--- src/verilog/spi_port_regs.svh ---
`ifndef SPI_PORT_REGS_SVH
`define SPI_PORT_REGS_SVH

// register addresses
`define ADDR_DATA 8'h70
`define ADDR_CTRL 8'h71
`define ADDR_STAT 8'h72

// control register fields
`define CTRL_IE 7
`define CTRL_PE 6
`define CTRL_RATE2 5
`define CTRL_MASTER 4
`define CTRL_CPOL 3
`define CTRL_CPHA 2
`define CTRL_RATE_HI 1
`define CTRL_RATE_LO 0
`define CTRL_RESET 8'h00

// status register fields
`define STAT_DONE 7
`define STAT_WRITE_COLLISION_FLAG 6
`define STAT_OVR 5
`define STAT_MODE_FAULT_FLAG 4
`define STAT_RSVD 3
`define STAT_SOD 2
`define STAT_SSM 1
`define STAT_SSI 0

// serial clock half periods in system cycles, minus one
`define HALF_DIV8 7'h03
`define HALF_DIV16 7'h07
`define HALF_DIV64 7'h1f
`define HALF_DIV128 7'h3f

// clock edges per byte, bit counts
`define EDGES_LAST 5'h0f
`define EDGES_ZERO 5'h00
`define EDGE_STEP 5'h01
`define DIV_ZERO 7'h00
`define DIV_STEP 7'h01
`define BYTE_ZERO 8'h00

`endif

--- src/verilog/spi_port_pkg.sv ---
package spi_port_pkg;

	typedef enum logic {
		MODE_IDLE,
		MODE_RUN
	} mode_t;

	typedef struct packed {
		logic [1:0] sck_s;
		logic [1:0] mosi_s;
		logic [1:0] miso_s;
		logic [1:0] ss_s;
		logic sck_d;
		logic [7:0] ctrl;
		logic transfer_done_flag;
		logic write_collision_flag;
		logic overrun_flag;
		logic mode_fault_flag;
		logic output_disable;
		logic select_soft_management;
		logic internal_select_level;
		logic stat_seen;
		logic stat_read;
		logic fault_seen;
		mode_t mode;
		logic [7:0] shifter;
		logic [7:0] rx_buf;
		logic in_bit;
		logic [4:0] edges;
		logic [6:0] div_cnt;
		logic sck_o;
		logic sck_oe;
		logic tx_bit;
		logic mosi_oe;
		logic miso_oe;
		logic irq;
		logic [7:0] rdata;
	} state_t;

endpackage : spi_port_pkg

--- src/verilog/spi_status_data_port.sv ---
// Added by the designer: strobed register access.
`timescale 1ns/1ps
`include "spi_port_regs.svh"

// How it works
// - byte finished sets done flag, bit 7; interrupts when enabled.
// - done clears after status access then data read or write.
// - data writes ignored while done set until status has been read.
// - data write during transfer sets collision flag, bit 6; cleared by sequence.
// - byte completing while done still set raises overrun, bit 5.
// - overrun clears when software reads the status register.
// - select low while master sets mode fault, bit 4.
// - mode fault clears after status access, then a control write.
// - output-disable, bit 2, releases data output; else driven only when enabled.
// - soft select management, bit 1, ignores the select pin.
// - internal select bit 0: zero selected, one deselected.
// - master starts a byte exchange on each data write accepted while enabled and idle.
// - finished byte copied into receive buffer unless done still set; data reads return it.
// - data writes go straight into the shift register.
// - all status bits reset to zero.
// - data register content after reset is undefined.
// - one interrupt while enabled and done, fault or overrun set.
// - master mode fault clears peripheral enable and master select.
// - master clock divides system clock by 4 to 128.
module spi_status_data_port
	import spi_port_pkg::*;
(
	input wire logic clk_sys,
	input wire logic nrst,
	input wire logic [7:0] addr,
	input wire logic [7:0] wdata,
	input wire logic wr,
	input wire logic rd,
	output logic [7:0] rdata,
	output logic irq,
	input wire logic sck_in,
	output logic sck_out,
	output logic sck_oe,
	input wire logic mosi_in,
	output logic mosi_out,
	output logic mosi_oe,
	input wire logic miso_in,
	output logic miso_out,
	output logic miso_oe,
	input wire logic ss_n_in
);

	logic [1:0] rst_sync_ff;
	logic rst_n;
	state_t s_ff;
	state_t nxt_s;

	always_ff @(posedge clk_sys or negedge nrst) begin
		if (!nrst) begin
			rst_sync_ff <= 2'h0;
		end else begin
			rst_sync_ff <= {rst_sync_ff[0], 1'b1};
		end
	end
	assign rst_n = rst_sync_ff[1];

	logic wr_data, rd_data, wr_ctrl, wr_stat, rd_stat;
	logic pe, master, cpol, cpha, ss_int, selected, busy, fault;
	logic edge_now, lead, new_sck, rx_in, done_set, ovr_set;
	logic [6:0] half;
	logic [7:0] byte_in;

	always_comb begin
		nxt_s = s_ff;
		// pins cross into clk_sys through two flops; only stage 1 is read below
		nxt_s.sck_s = {s_ff.sck_s[0], sck_in};
		nxt_s.mosi_s = {s_ff.mosi_s[0], mosi_in};
		nxt_s.miso_s = {s_ff.miso_s[0], miso_in};
		nxt_s.ss_s = {s_ff.ss_s[0], ss_n_in};
		nxt_s.sck_d = s_ff.sck_s[1];

		wr_data = wr && (addr == `ADDR_DATA);
		rd_data = rd && (addr == `ADDR_DATA);
		wr_ctrl = wr && (addr == `ADDR_CTRL);
		wr_stat = wr && (addr == `ADDR_STAT);
		rd_stat = rd && (addr == `ADDR_STAT);

		pe = s_ff.ctrl[`CTRL_PE];
		master = s_ff.ctrl[`CTRL_MASTER];
		cpol = s_ff.ctrl[`CTRL_CPOL];
		cpha = s_ff.ctrl[`CTRL_CPHA];
		ss_int = s_ff.select_soft_management ? s_ff.internal_select_level : s_ff.ss_s[1];
		selected = !ss_int;
		busy = master ? (s_ff.mode == MODE_RUN) : (s_ff.edges != `EDGES_ZERO);
		fault = pe && master && !ss_int;

		unique case (s_ff.ctrl[`CTRL_RATE_HI:`CTRL_RATE_LO])
			2'h0: half = `HALF_DIV8;
			2'h1: half = `HALF_DIV16;
			2'h2: half = `HALF_DIV64;
			2'h3: half = `HALF_DIV128;
		endcase
		if (s_ff.ctrl[`CTRL_RATE2]) begin
			half = half >> 1;
		end

		// serial clock edges: generated in master mode, detected in slave mode
		edge_now = 1'b0;
		new_sck = s_ff.sck_o;
		if (master) begin
			if (s_ff.mode == MODE_RUN) begin
				if (s_ff.div_cnt == half) begin
					nxt_s.div_cnt = `DIV_ZERO;
					edge_now = 1'b1;
					new_sck = !s_ff.sck_o;
				end else begin
					nxt_s.div_cnt = s_ff.div_cnt + `DIV_STEP;
				end
			end else begin
				nxt_s.div_cnt = `DIV_ZERO;
				nxt_s.sck_o = cpol;
				new_sck = cpol;
			end
		end else begin
			new_sck = s_ff.sck_s[1];
			edge_now = pe && selected && (s_ff.sck_s[1] != s_ff.sck_d);
			nxt_s.sck_o = cpol;
		end
		lead = (new_sck != cpol);
		rx_in = master ? s_ff.miso_s[1] : s_ff.mosi_s[1];
		// master samples on the trailing edge: the synchroniser delay would otherwise catch a stale bit at /4
		byte_in = (cpha || master) ? {s_ff.shifter[6:0], rx_in} : {s_ff.shifter[6:0], s_ff.in_bit};

		done_set = 1'b0;
		ovr_set = 1'b0;
		if (edge_now) begin
			if (master) begin
				nxt_s.sck_o = new_sck;
			end
			nxt_s.edges = s_ff.edges + `EDGE_STEP;
			if (lead) begin
				if (!cpha) begin
					nxt_s.in_bit = rx_in;
				end else begin
					nxt_s.tx_bit = s_ff.shifter[7];
				end
			end else begin
				nxt_s.shifter = byte_in;
				if (!cpha) begin
					nxt_s.tx_bit = s_ff.shifter[6];
				end
			end
			if (s_ff.edges == `EDGES_LAST) begin
				nxt_s.edges = `EDGES_ZERO;
				nxt_s.mode = MODE_IDLE;
				if (s_ff.transfer_done_flag) begin
					ovr_set = 1'b1;
				end else begin
					nxt_s.rx_buf = byte_in;
					done_set = 1'b1;
				end
			end
		end
		if (!master && !(pe && selected)) begin
			// a deselected slave drops a partial byte
			nxt_s.edges = `EDGES_ZERO;
		end

		// status access arms the clear sequences
		if (rd_stat || wr_stat) begin
			nxt_s.stat_seen = 1'b1;
			if (s_ff.mode_fault_flag) begin
				nxt_s.fault_seen = 1'b1;
			end
		end
		if (rd_stat) begin
			nxt_s.stat_read = 1'b1;
			nxt_s.overrun_flag = 1'b0;
		end
		if (wr_stat) begin
			nxt_s.output_disable = wdata[`STAT_SOD];
			nxt_s.select_soft_management = wdata[`STAT_SSM];
			nxt_s.internal_select_level = wdata[`STAT_SSI];
		end

		if (rd_data || wr_data) begin
			if (s_ff.stat_seen) begin
				nxt_s.transfer_done_flag = 1'b0;
				nxt_s.write_collision_flag = 1'b0;
				nxt_s.stat_seen = 1'b0;
			end
		end
		if (wr_data && !(s_ff.transfer_done_flag && !s_ff.stat_read)) begin
			if (busy) begin
				nxt_s.write_collision_flag = 1'b1;
			end else if (pe) begin
				nxt_s.shifter = wdata;
				nxt_s.tx_bit = wdata[7];
				nxt_s.edges = `EDGES_ZERO;
				if (master) begin
					nxt_s.mode = MODE_RUN;
				end
			end
		end

		if (wr_ctrl) begin
			nxt_s.ctrl = wdata;
			if (s_ff.fault_seen) begin
				nxt_s.mode_fault_flag = 1'b0;
				nxt_s.fault_seen = 1'b0;
			end
		end

		// hardware sets come last so a set wins over a clear in the same cycle
		if (done_set) begin
			nxt_s.transfer_done_flag = 1'b1;
			nxt_s.stat_read = 1'b0;
			nxt_s.stat_seen = 1'b0;
		end
		if (ovr_set) begin
			nxt_s.overrun_flag = 1'b1;
		end
		if (fault) begin
			nxt_s.mode_fault_flag = 1'b1;
			nxt_s.ctrl[`CTRL_PE] = 1'b0;
			nxt_s.ctrl[`CTRL_MASTER] = 1'b0;
			nxt_s.mode = MODE_IDLE;
			nxt_s.edges = `EDGES_ZERO;
		end

		// pin drivers
		nxt_s.sck_oe = nxt_s.ctrl[`CTRL_PE] && nxt_s.ctrl[`CTRL_MASTER];
		nxt_s.mosi_oe = nxt_s.ctrl[`CTRL_PE] && nxt_s.ctrl[`CTRL_MASTER] && !nxt_s.output_disable;
		nxt_s.miso_oe = nxt_s.ctrl[`CTRL_PE] && !nxt_s.ctrl[`CTRL_MASTER] && !nxt_s.output_disable
			&& selected;
		nxt_s.irq = nxt_s.ctrl[`CTRL_IE] && (nxt_s.transfer_done_flag || nxt_s.mode_fault_flag
			|| nxt_s.overrun_flag);

		// read data stands one cycle after the read strobe only
		nxt_s.rdata = `BYTE_ZERO;
		if (rd) begin
			unique case (addr)
				`ADDR_DATA: nxt_s.rdata = s_ff.rx_buf;
				`ADDR_CTRL: nxt_s.rdata = s_ff.ctrl;
				`ADDR_STAT: begin
					nxt_s.rdata[`STAT_DONE] = s_ff.transfer_done_flag;
					nxt_s.rdata[`STAT_WRITE_COLLISION_FLAG] = s_ff.write_collision_flag;
					nxt_s.rdata[`STAT_OVR] = s_ff.overrun_flag;
					nxt_s.rdata[`STAT_MODE_FAULT_FLAG] = s_ff.mode_fault_flag;
					nxt_s.rdata[`STAT_RSVD] = 1'b0;
					nxt_s.rdata[`STAT_SOD] = s_ff.output_disable;
					nxt_s.rdata[`STAT_SSM] = s_ff.select_soft_management;
					nxt_s.rdata[`STAT_SSI] = s_ff.internal_select_level;
				end
				default: nxt_s.rdata = `BYTE_ZERO;
			endcase
		end
	end

	// shifter and receive buffer reset to zero only for determinism; software sees them as undefined
	always_ff @(posedge clk_sys or negedge rst_n) begin
		if (!rst_n) begin
			s_ff <= '0;
		end else begin
			s_ff <= nxt_s;
		end
	end

	assign rdata = s_ff.rdata;
	assign irq = s_ff.irq;
	assign sck_out = s_ff.sck_o;
	assign sck_oe = s_ff.sck_oe;
	assign mosi_out = s_ff.tx_bit;
	assign mosi_oe = s_ff.mosi_oe;
	assign miso_out = s_ff.tx_bit;
	assign miso_oe = s_ff.miso_oe;

endmodule : spi_status_data_port

--- config.mk ---
export PLATFORM = sky130hd
export DESIGN_NAME = spi_status_data_port
export DESIGN_NICKNAME = d
export VERILOG_FILES = /design/src/verilog/spi_port_pkg.sv /design/src/verilog/spi_status_data_port.sv
export VERILOG_INCLUDE_DIRS = /design/src /design/src/verilog
export SDC_FILE = /design/constraint.sdc
export NUM_CORES = 1
export LEC_CHECK = 0
export BUFFER_PORTS_ARGS = -buffer_cell sky130_fd_sc_hd__clkbuf_2
export CAP_MARGIN = 20
export CORE_ASPECT_RATIO = 1.2
export CORE_UTILIZATION = 40
export DETAILED_ROUTE_END_ITERATION = 16
export PLACE_DENSITY = 0.59
export RECOVER_POWER = 100
export SYNTH_ARGS = -nofsm -noshare
export SYNTH_HDL_FRONTEND = slang
export SYNTH_SLANG_ARGS = --single-unit
--- constraint.sdc ---
create_clock -name clk_sys -period 2.5 [get_ports clk_sys]
set_clock_uncertainty 0.1 [all_clocks]
set_input_delay 0 -clock clk_sys [delete_from_list [all_inputs] [get_ports clk_sys]]
set_output_delay 0 -clock clk_sys [all_outputs]
set_load 0.01 [all_outputs]
Word level (Yosys, flattened, before mapping)

Index checks and enable logic that the tools add are counted.

$add $sub $neg: 2
Equal/unequal tests: 10
Reduce and logical (&&, ||, !) cells: 36
Bitwise logic cells: 2
Muxes and demuxes: 74

Operators by type and width:

| cell                | count |
|---|---|
| $mux 1              | 50 |
| $mux 8              | 5 |
| $mux 5              | 6 |
| $pmux 7 s4          | 1 |
| $mux 9              | 3 |
| $eq 8x7->1 const B  | 3 |
| $pmux 8 s3          | 1 |
| $mux 23             | 1 |
| $mux 7              | 3 |
| $logic_and 1x1->1   | 18 |
| $logic_not 1->1     | 8 |
| $add 7x1->7 const B | 1 |
| $eq 7x7->1          | 1 |
| $mux 2              | 3 |
| $reduce_and 3->1    | 2 |
| $add 5x1->5 const B | 1 |
| $eq 5x4->1 const B  | 1 |
| $logic_or 1x1->1    | 5 |
| $reduce_bool 5->1   | 1 |
| $eq 2x2->1 const B  | 2 |
| $mux 3              | 1 |
| $eq 2x1->1 const B  | 1 |
| $logic_not 2->1     | 1 |
| $ne 1x1->1          | 2 |
| 2 further kinds     | 3 |

Logic and storage cells: 155
Register bits after elaboration: 73
Input port bits: 24

Logic depth before layout (Yosys ltp)

Word-level depth: 15
Gate-level depth with buffers: 9
Depth with buffers taken out: 8

Worst setup path before layout

OpenSTA, ideal clock, no wires.

Path kind: reg-to-reg
Start point: register s_ff[55] (netlist bit)
End point: register s_ff[27] (netlist bit)
Arrival: 2.294 ns
Stages on the path, launching flop included: 10
Clock period less this slack: 2.522 ns
Required time: 2.272 ns
Setup slack: -0.022 ns
Buffers on the path: 2
Path through: dfrtp_1 -> buf_2 -> nor3_1 -> o2111ai_2 -> a2111oi_4 -> a31oi_2 -> nand2b_1 -> nor2_1 -> buf_4 -> mux2_1

Word-level cells in the longest chain between the ends: 8
Elaborated cells on any way between the ends: 11
Classes of those cells: 4 x eq/ne; 5 x mux; 2 x reduce/logical

Ends and longest elaborated chain:

| element                             | line                        | text |
|---|---|---|
| from (decl)                         | spi_status_data_port.sv:50  | `state_t s_ff;` |
| from (signal assigned)              | spi_status_data_port.sv:260 | `s_ff <= nxt_s;` |
| $eq 2x2->1 (tied with other cells)  | spi_status_data_port.sv:92  | `` unique case (s_ff.ctrl[`CTRL_RATE_HI:`CTRL_RATE_LO]) `` |
| $pmux 7 s4 *                        | spi_status_data_port.sv:92  |  |
| $mux 7 *                            | spi_status_data_port.sv:98  | `` if (s_ff.ctrl[`CTRL_RATE2]) begin `` |
| $eq 7x7->1 *                        | spi_status_data_port.sv:107 | `if (s_ff.div_cnt == half) begin` |
| $mux 1 *                            | spi_status_data_port.sv:107 |  |
| $mux 1 *                            | spi_status_data_port.sv:106 | `if (s_ff.mode == MODE_RUN) begin` |
| $mux 1 *                            | spi_status_data_port.sv:105 | `if (master) begin` |
| $reduce_and 3->1 (no source line) * | -                           |  |

Every way passes the cells marked *; elsewhere a longest branch is shown, timed or not. The select of a mux whose other input is x is not followed.
A chain may end at the register's enable or synchronous reset.

==> flow_metrics.py <==
metrics = {
    "global_route": {
        "grt_pass1_wl_mm": 13.26,
        "antenna_found_initial": 0,
        "track_usage": 0.1862,
        "grt_max_degree": 27,
        "grt_pass1_vias": 2686,
        "grt-ovfl-total": 0,
    },
    "floorplan": {
        "die_w_um": 89.29,
        "fp.dieH_um": 106.7,
        "core-area_mm2": 0.008703,
        "fp-row-count": 37,
        "die-area_mm2": 0.009531,
        "start_util": 0.4202,
        "ios": 39,
    },
    "logic_synthesis": {
        "synth-compound-area-share": 0.1382,
        "syn-instance-count": 348,
        "synth_area_per_cell_um2": 10.51,
        "synthAdderAreaFrac": 0.01026,
        "ys_types": 54,
        "synth_flop_cell": "dfrtp_1",
        "synth-simple-area-share": 0.1420,
        "async_flop_share": 1.000,
        "synth_fp_nets": 375,
        "synth_xor_area_frac": 0.02600,
        "yosys_warnings": 0,
        "synthMuxAreaShare": 0.1300,
        "synth_top_family_by_area": "simple AND/OR/NAND/NOR gates",
        "netlist_area_mm2": 0.003657,
        "synth-seq-cells": 73,
        "synth_edf_count": 0,
        "ys_seq_area_frac": 0.4995,
    },
    "power": {
        "combPwrFrac": 0.118,
        "power_frac_clock": 0.374,
        "power_leakage_nw": 1.964,
        "ir_drop_uv": 246.1,
        "p_seq_frac": 0.508,
        "p_sw_uw": 687.7,
        "intPower_mw": 1.839,
        "power.total_mw": 2.527,
        "sw_frac_of_total": 0.2722,
        "power_density_mw_per_mm2": 560.2,
    },
    "final_layout": {
        "diodes": 0,
        "fillers": 838,
        "nets": 445,
        "synthToLayoutAreaGrowth_pct": 23.33,
        "drive_gt1_frac": 0.2270,
        "final_cells": 540,
        "utilization": 0.5183,
    },
    "cts": {
        "clk_path_buf_depth": 2,
        "cts_max_level": 3,
        "clock_latency_ps": 350,
        "cts.sinks": 73,
        "numCtsBuffers": 9,
        "cts_tree": "yes",
        "path_clk_slew_ps": 80,
        "clockRootBuffer": "clkbuf_8",
    },
    "detailed_routing": {
        "first_pass_iters": 6,
        "wirelength_mm": 8.219,
        "drc_errors": 0,
        "vias_per_cell": 5.163,
        "drt-initial-drc-count": 87,
        "wl_per_cell_um": 15.22,
        "ant_nets": 0,
        "dr_total_vias": 2788,
    },
    "critical_path": {
        "path_cells": "nor3b_2, o211ai_1, a2111oi_4, buf_4, buf_8, nor2b_2, a311o_1, nor4_2, a221o_1",
        "startpoint_type": "register",
        "max_stage_delay_ps": 430,
        "cp.depth": 9,
        "end_kind": "register",
        "path_delay_family": "compound AO/OA/AOI/OAI gates",
        "required_ps": 2680,
        "critical_path_class": "register to register",
        "path_buf_inv": 2,
        "crit_arrival_ps": 2620,
        "reg2reg_to": "miso_out$_DFF_PN0_",
        "slowest_stage": "dfrtp_1",
        "cp_max_fo": 6,
        "r2r_slack_ps": 60,
        "reg2regPathDepth": 9,
        "worstSetupStartpoint": "s_ff[18]$_DFFE_PN0P_",
        "endpoint": "miso_out$_DFF_PN0_",
        "r2r-start": "s_ff[18]$_DFFE_PN0P_",
    },
    "sta": {
        "fin_hold_ws_ps": 25.45,
        "slew_headroom": 0.1661,
        "fmax_ghz": 0.4102,
        "hold_viol": 0,
        "worstMarginPinSlew_ps": 1251,
        "setup_viol": 0,
        "final.min_clock_period_ps": 2438,
        "min_period_over_period": 0.9752,
        "slew_viol_final": 0,
        "rsz0062_at_grt": "yes",
    },
    "place": {
        "io_buffer_count": 38,
        "place_inst": 505,
        "dpl.hpwl_mm": 6.047,
        "place.gp.congestion": 0.7960,
    },
    "outcome": {
        "outcome": "finished, final reports clean",
    },
    "job": {
        "maxCapViolCount": 0,
    },
    "worst_hold_path": {
        "hold_path_class": "primary input to register",
    },
}
## final cells by class
cell class | instances | area [um^2] | share of cell area
clock buffer | 9 | 123.9 | 0.02746
sequential | 73 | 1831 | 0.4058
clock inverter | 7 | 77.57 | 0.01720
timing repair buffer | 85 | 573.1 | 0.1270
multi-input combinational | 236 | 1710 | 0.3792
tap | 117 | 146.4 | 0.03245
inverter | 13 | 48.80 | 0.01082
## routing by layer
metal,global-route usage,up-vias,part of all wire
met1,0.2484,1368,0.47
li1,-,1359,-
met5,0,-,0
met4,0.05782,0,0.012
met2,0.2993,55,0.48
met3,0.04157,6,0.035
## cell usage after synthesis (all sizes together) (2+ instances only)
master / n / area share
dfrtp: 73 / 0.50
nor2: 30 / 0.031
nand2: 28 / 0.029
mux2i: 25 / 0.068
mux2: 20 / 0.062
o21ai: 19 / 0.026
a21oi: 16 / 0.022
buf: 13 / 0.026
clkbuf: 13 / 0.013
inv: 13 / 0.013
nor3: 8 / 0.011
xnor2: 8 / 0.021
nand3: 7 / 0.0096
and3: 6 / 0.010
nand2b: 6 / 0.010
nor2b: 6 / 0.010
nor3b: 6 / 0.012
a21o: 5 / 0.010
a31oi: 4 / 0.0086
nor4: 4 / 0.0068
ha: 3 / 0.010
o2111ai: 3 / 0.0089
a21boi: 2 / 0.0041
a221oi: 2 / 0.0048
o21a: 2 / 0.0041
o2bb2ai: 2 / 0.0048
o31ai: 2 / 0.0041
or3: 2 / 0.0034
xor2: 2 / 0.0048
## stage by stage
stage	setup TNS, ps	area [um^2]	worst slack [ps]
after global routing	-376.0	4511	-52.00
after global placement	0	4081	77.31
after floorplan	0	3666	47.36
after detailed placement	0	4081	29.48
after CTS	0	4443	12.19
final	0	4511	61.97
## cell families after synthesis
group | after synthesis
AO/OA/AOI/OAI | 70
XOR/XNOR | 10
adder cells (fa/ha/maj) | 3
buffers and inverters | 39
flip-flops | 73
multiplexers | 45
other | 1
AND/OR/NAND/NOR | 107
## cell usage in the layout, fill, tap and decap left out, types with 13 or more instances in the layout
cell,count
clkbuf_1,19
buf_4,24
inv_1,13
dfrtp_1,70
mux2i_1,25
a21oi_1,16
nand2_1,27
clkbuf_2,23
dlygate4sd3_1,16
nor2_1,29
## power by group through the flow
stage	sequential, mW	combinational, mW	clock, mW
final	1.28	0.299	0.945
after global routing	1.29	0.332	1.02
after CTS	1.28	0.295	0.981
after detailed placement	1.31	0.273	0
after global placement	1.30	0.268	0
after floorplan	1.30	0.177	0
## how the worst min path moves through the flow
stage	from	end	slack (ps)	cells after the start
after floorplan	nrst	rst_sync_ff[0]$_DFF_PN0_	-400	0
after global placement	nrst	rst_sync_ff[0]$_DFF_PN0_	-310	1
after detailed placement	nrst	rst_sync_ff[0]$_DFF_PN0_	-310	1
after CTS	addr[3]	rdata[2]$_DFF_PN0_	8	4
after global routing	addr[2]	rdata[3]$_DFF_PN0_	30	4
final	addr[3]	rdata[4]$_DFF_PN0_	30	4
## what timing repair did
item                                    in CTS  in global routing
endpoints found under the setup margin       0                 20
resized for setup                            0                 20
hold endpoints to repair                    39                  0
buffers inserted                             0                  2
hold buffers                                16                  0
## flip-flops by register name, indices dropped and copies added, names as in the netlist, 2 cells and up
register	cells
s_ff	48
rdata	8
rst_sync_ff	2
nxt_s	5
## tightest hold or removal path, cell delays in order
cell and delay [ps]:
clkbuf_2 100, nor3_1 60, nand3_1 210, nor2_1 70
Note: power is estimated with default switching activity, not from simulation.
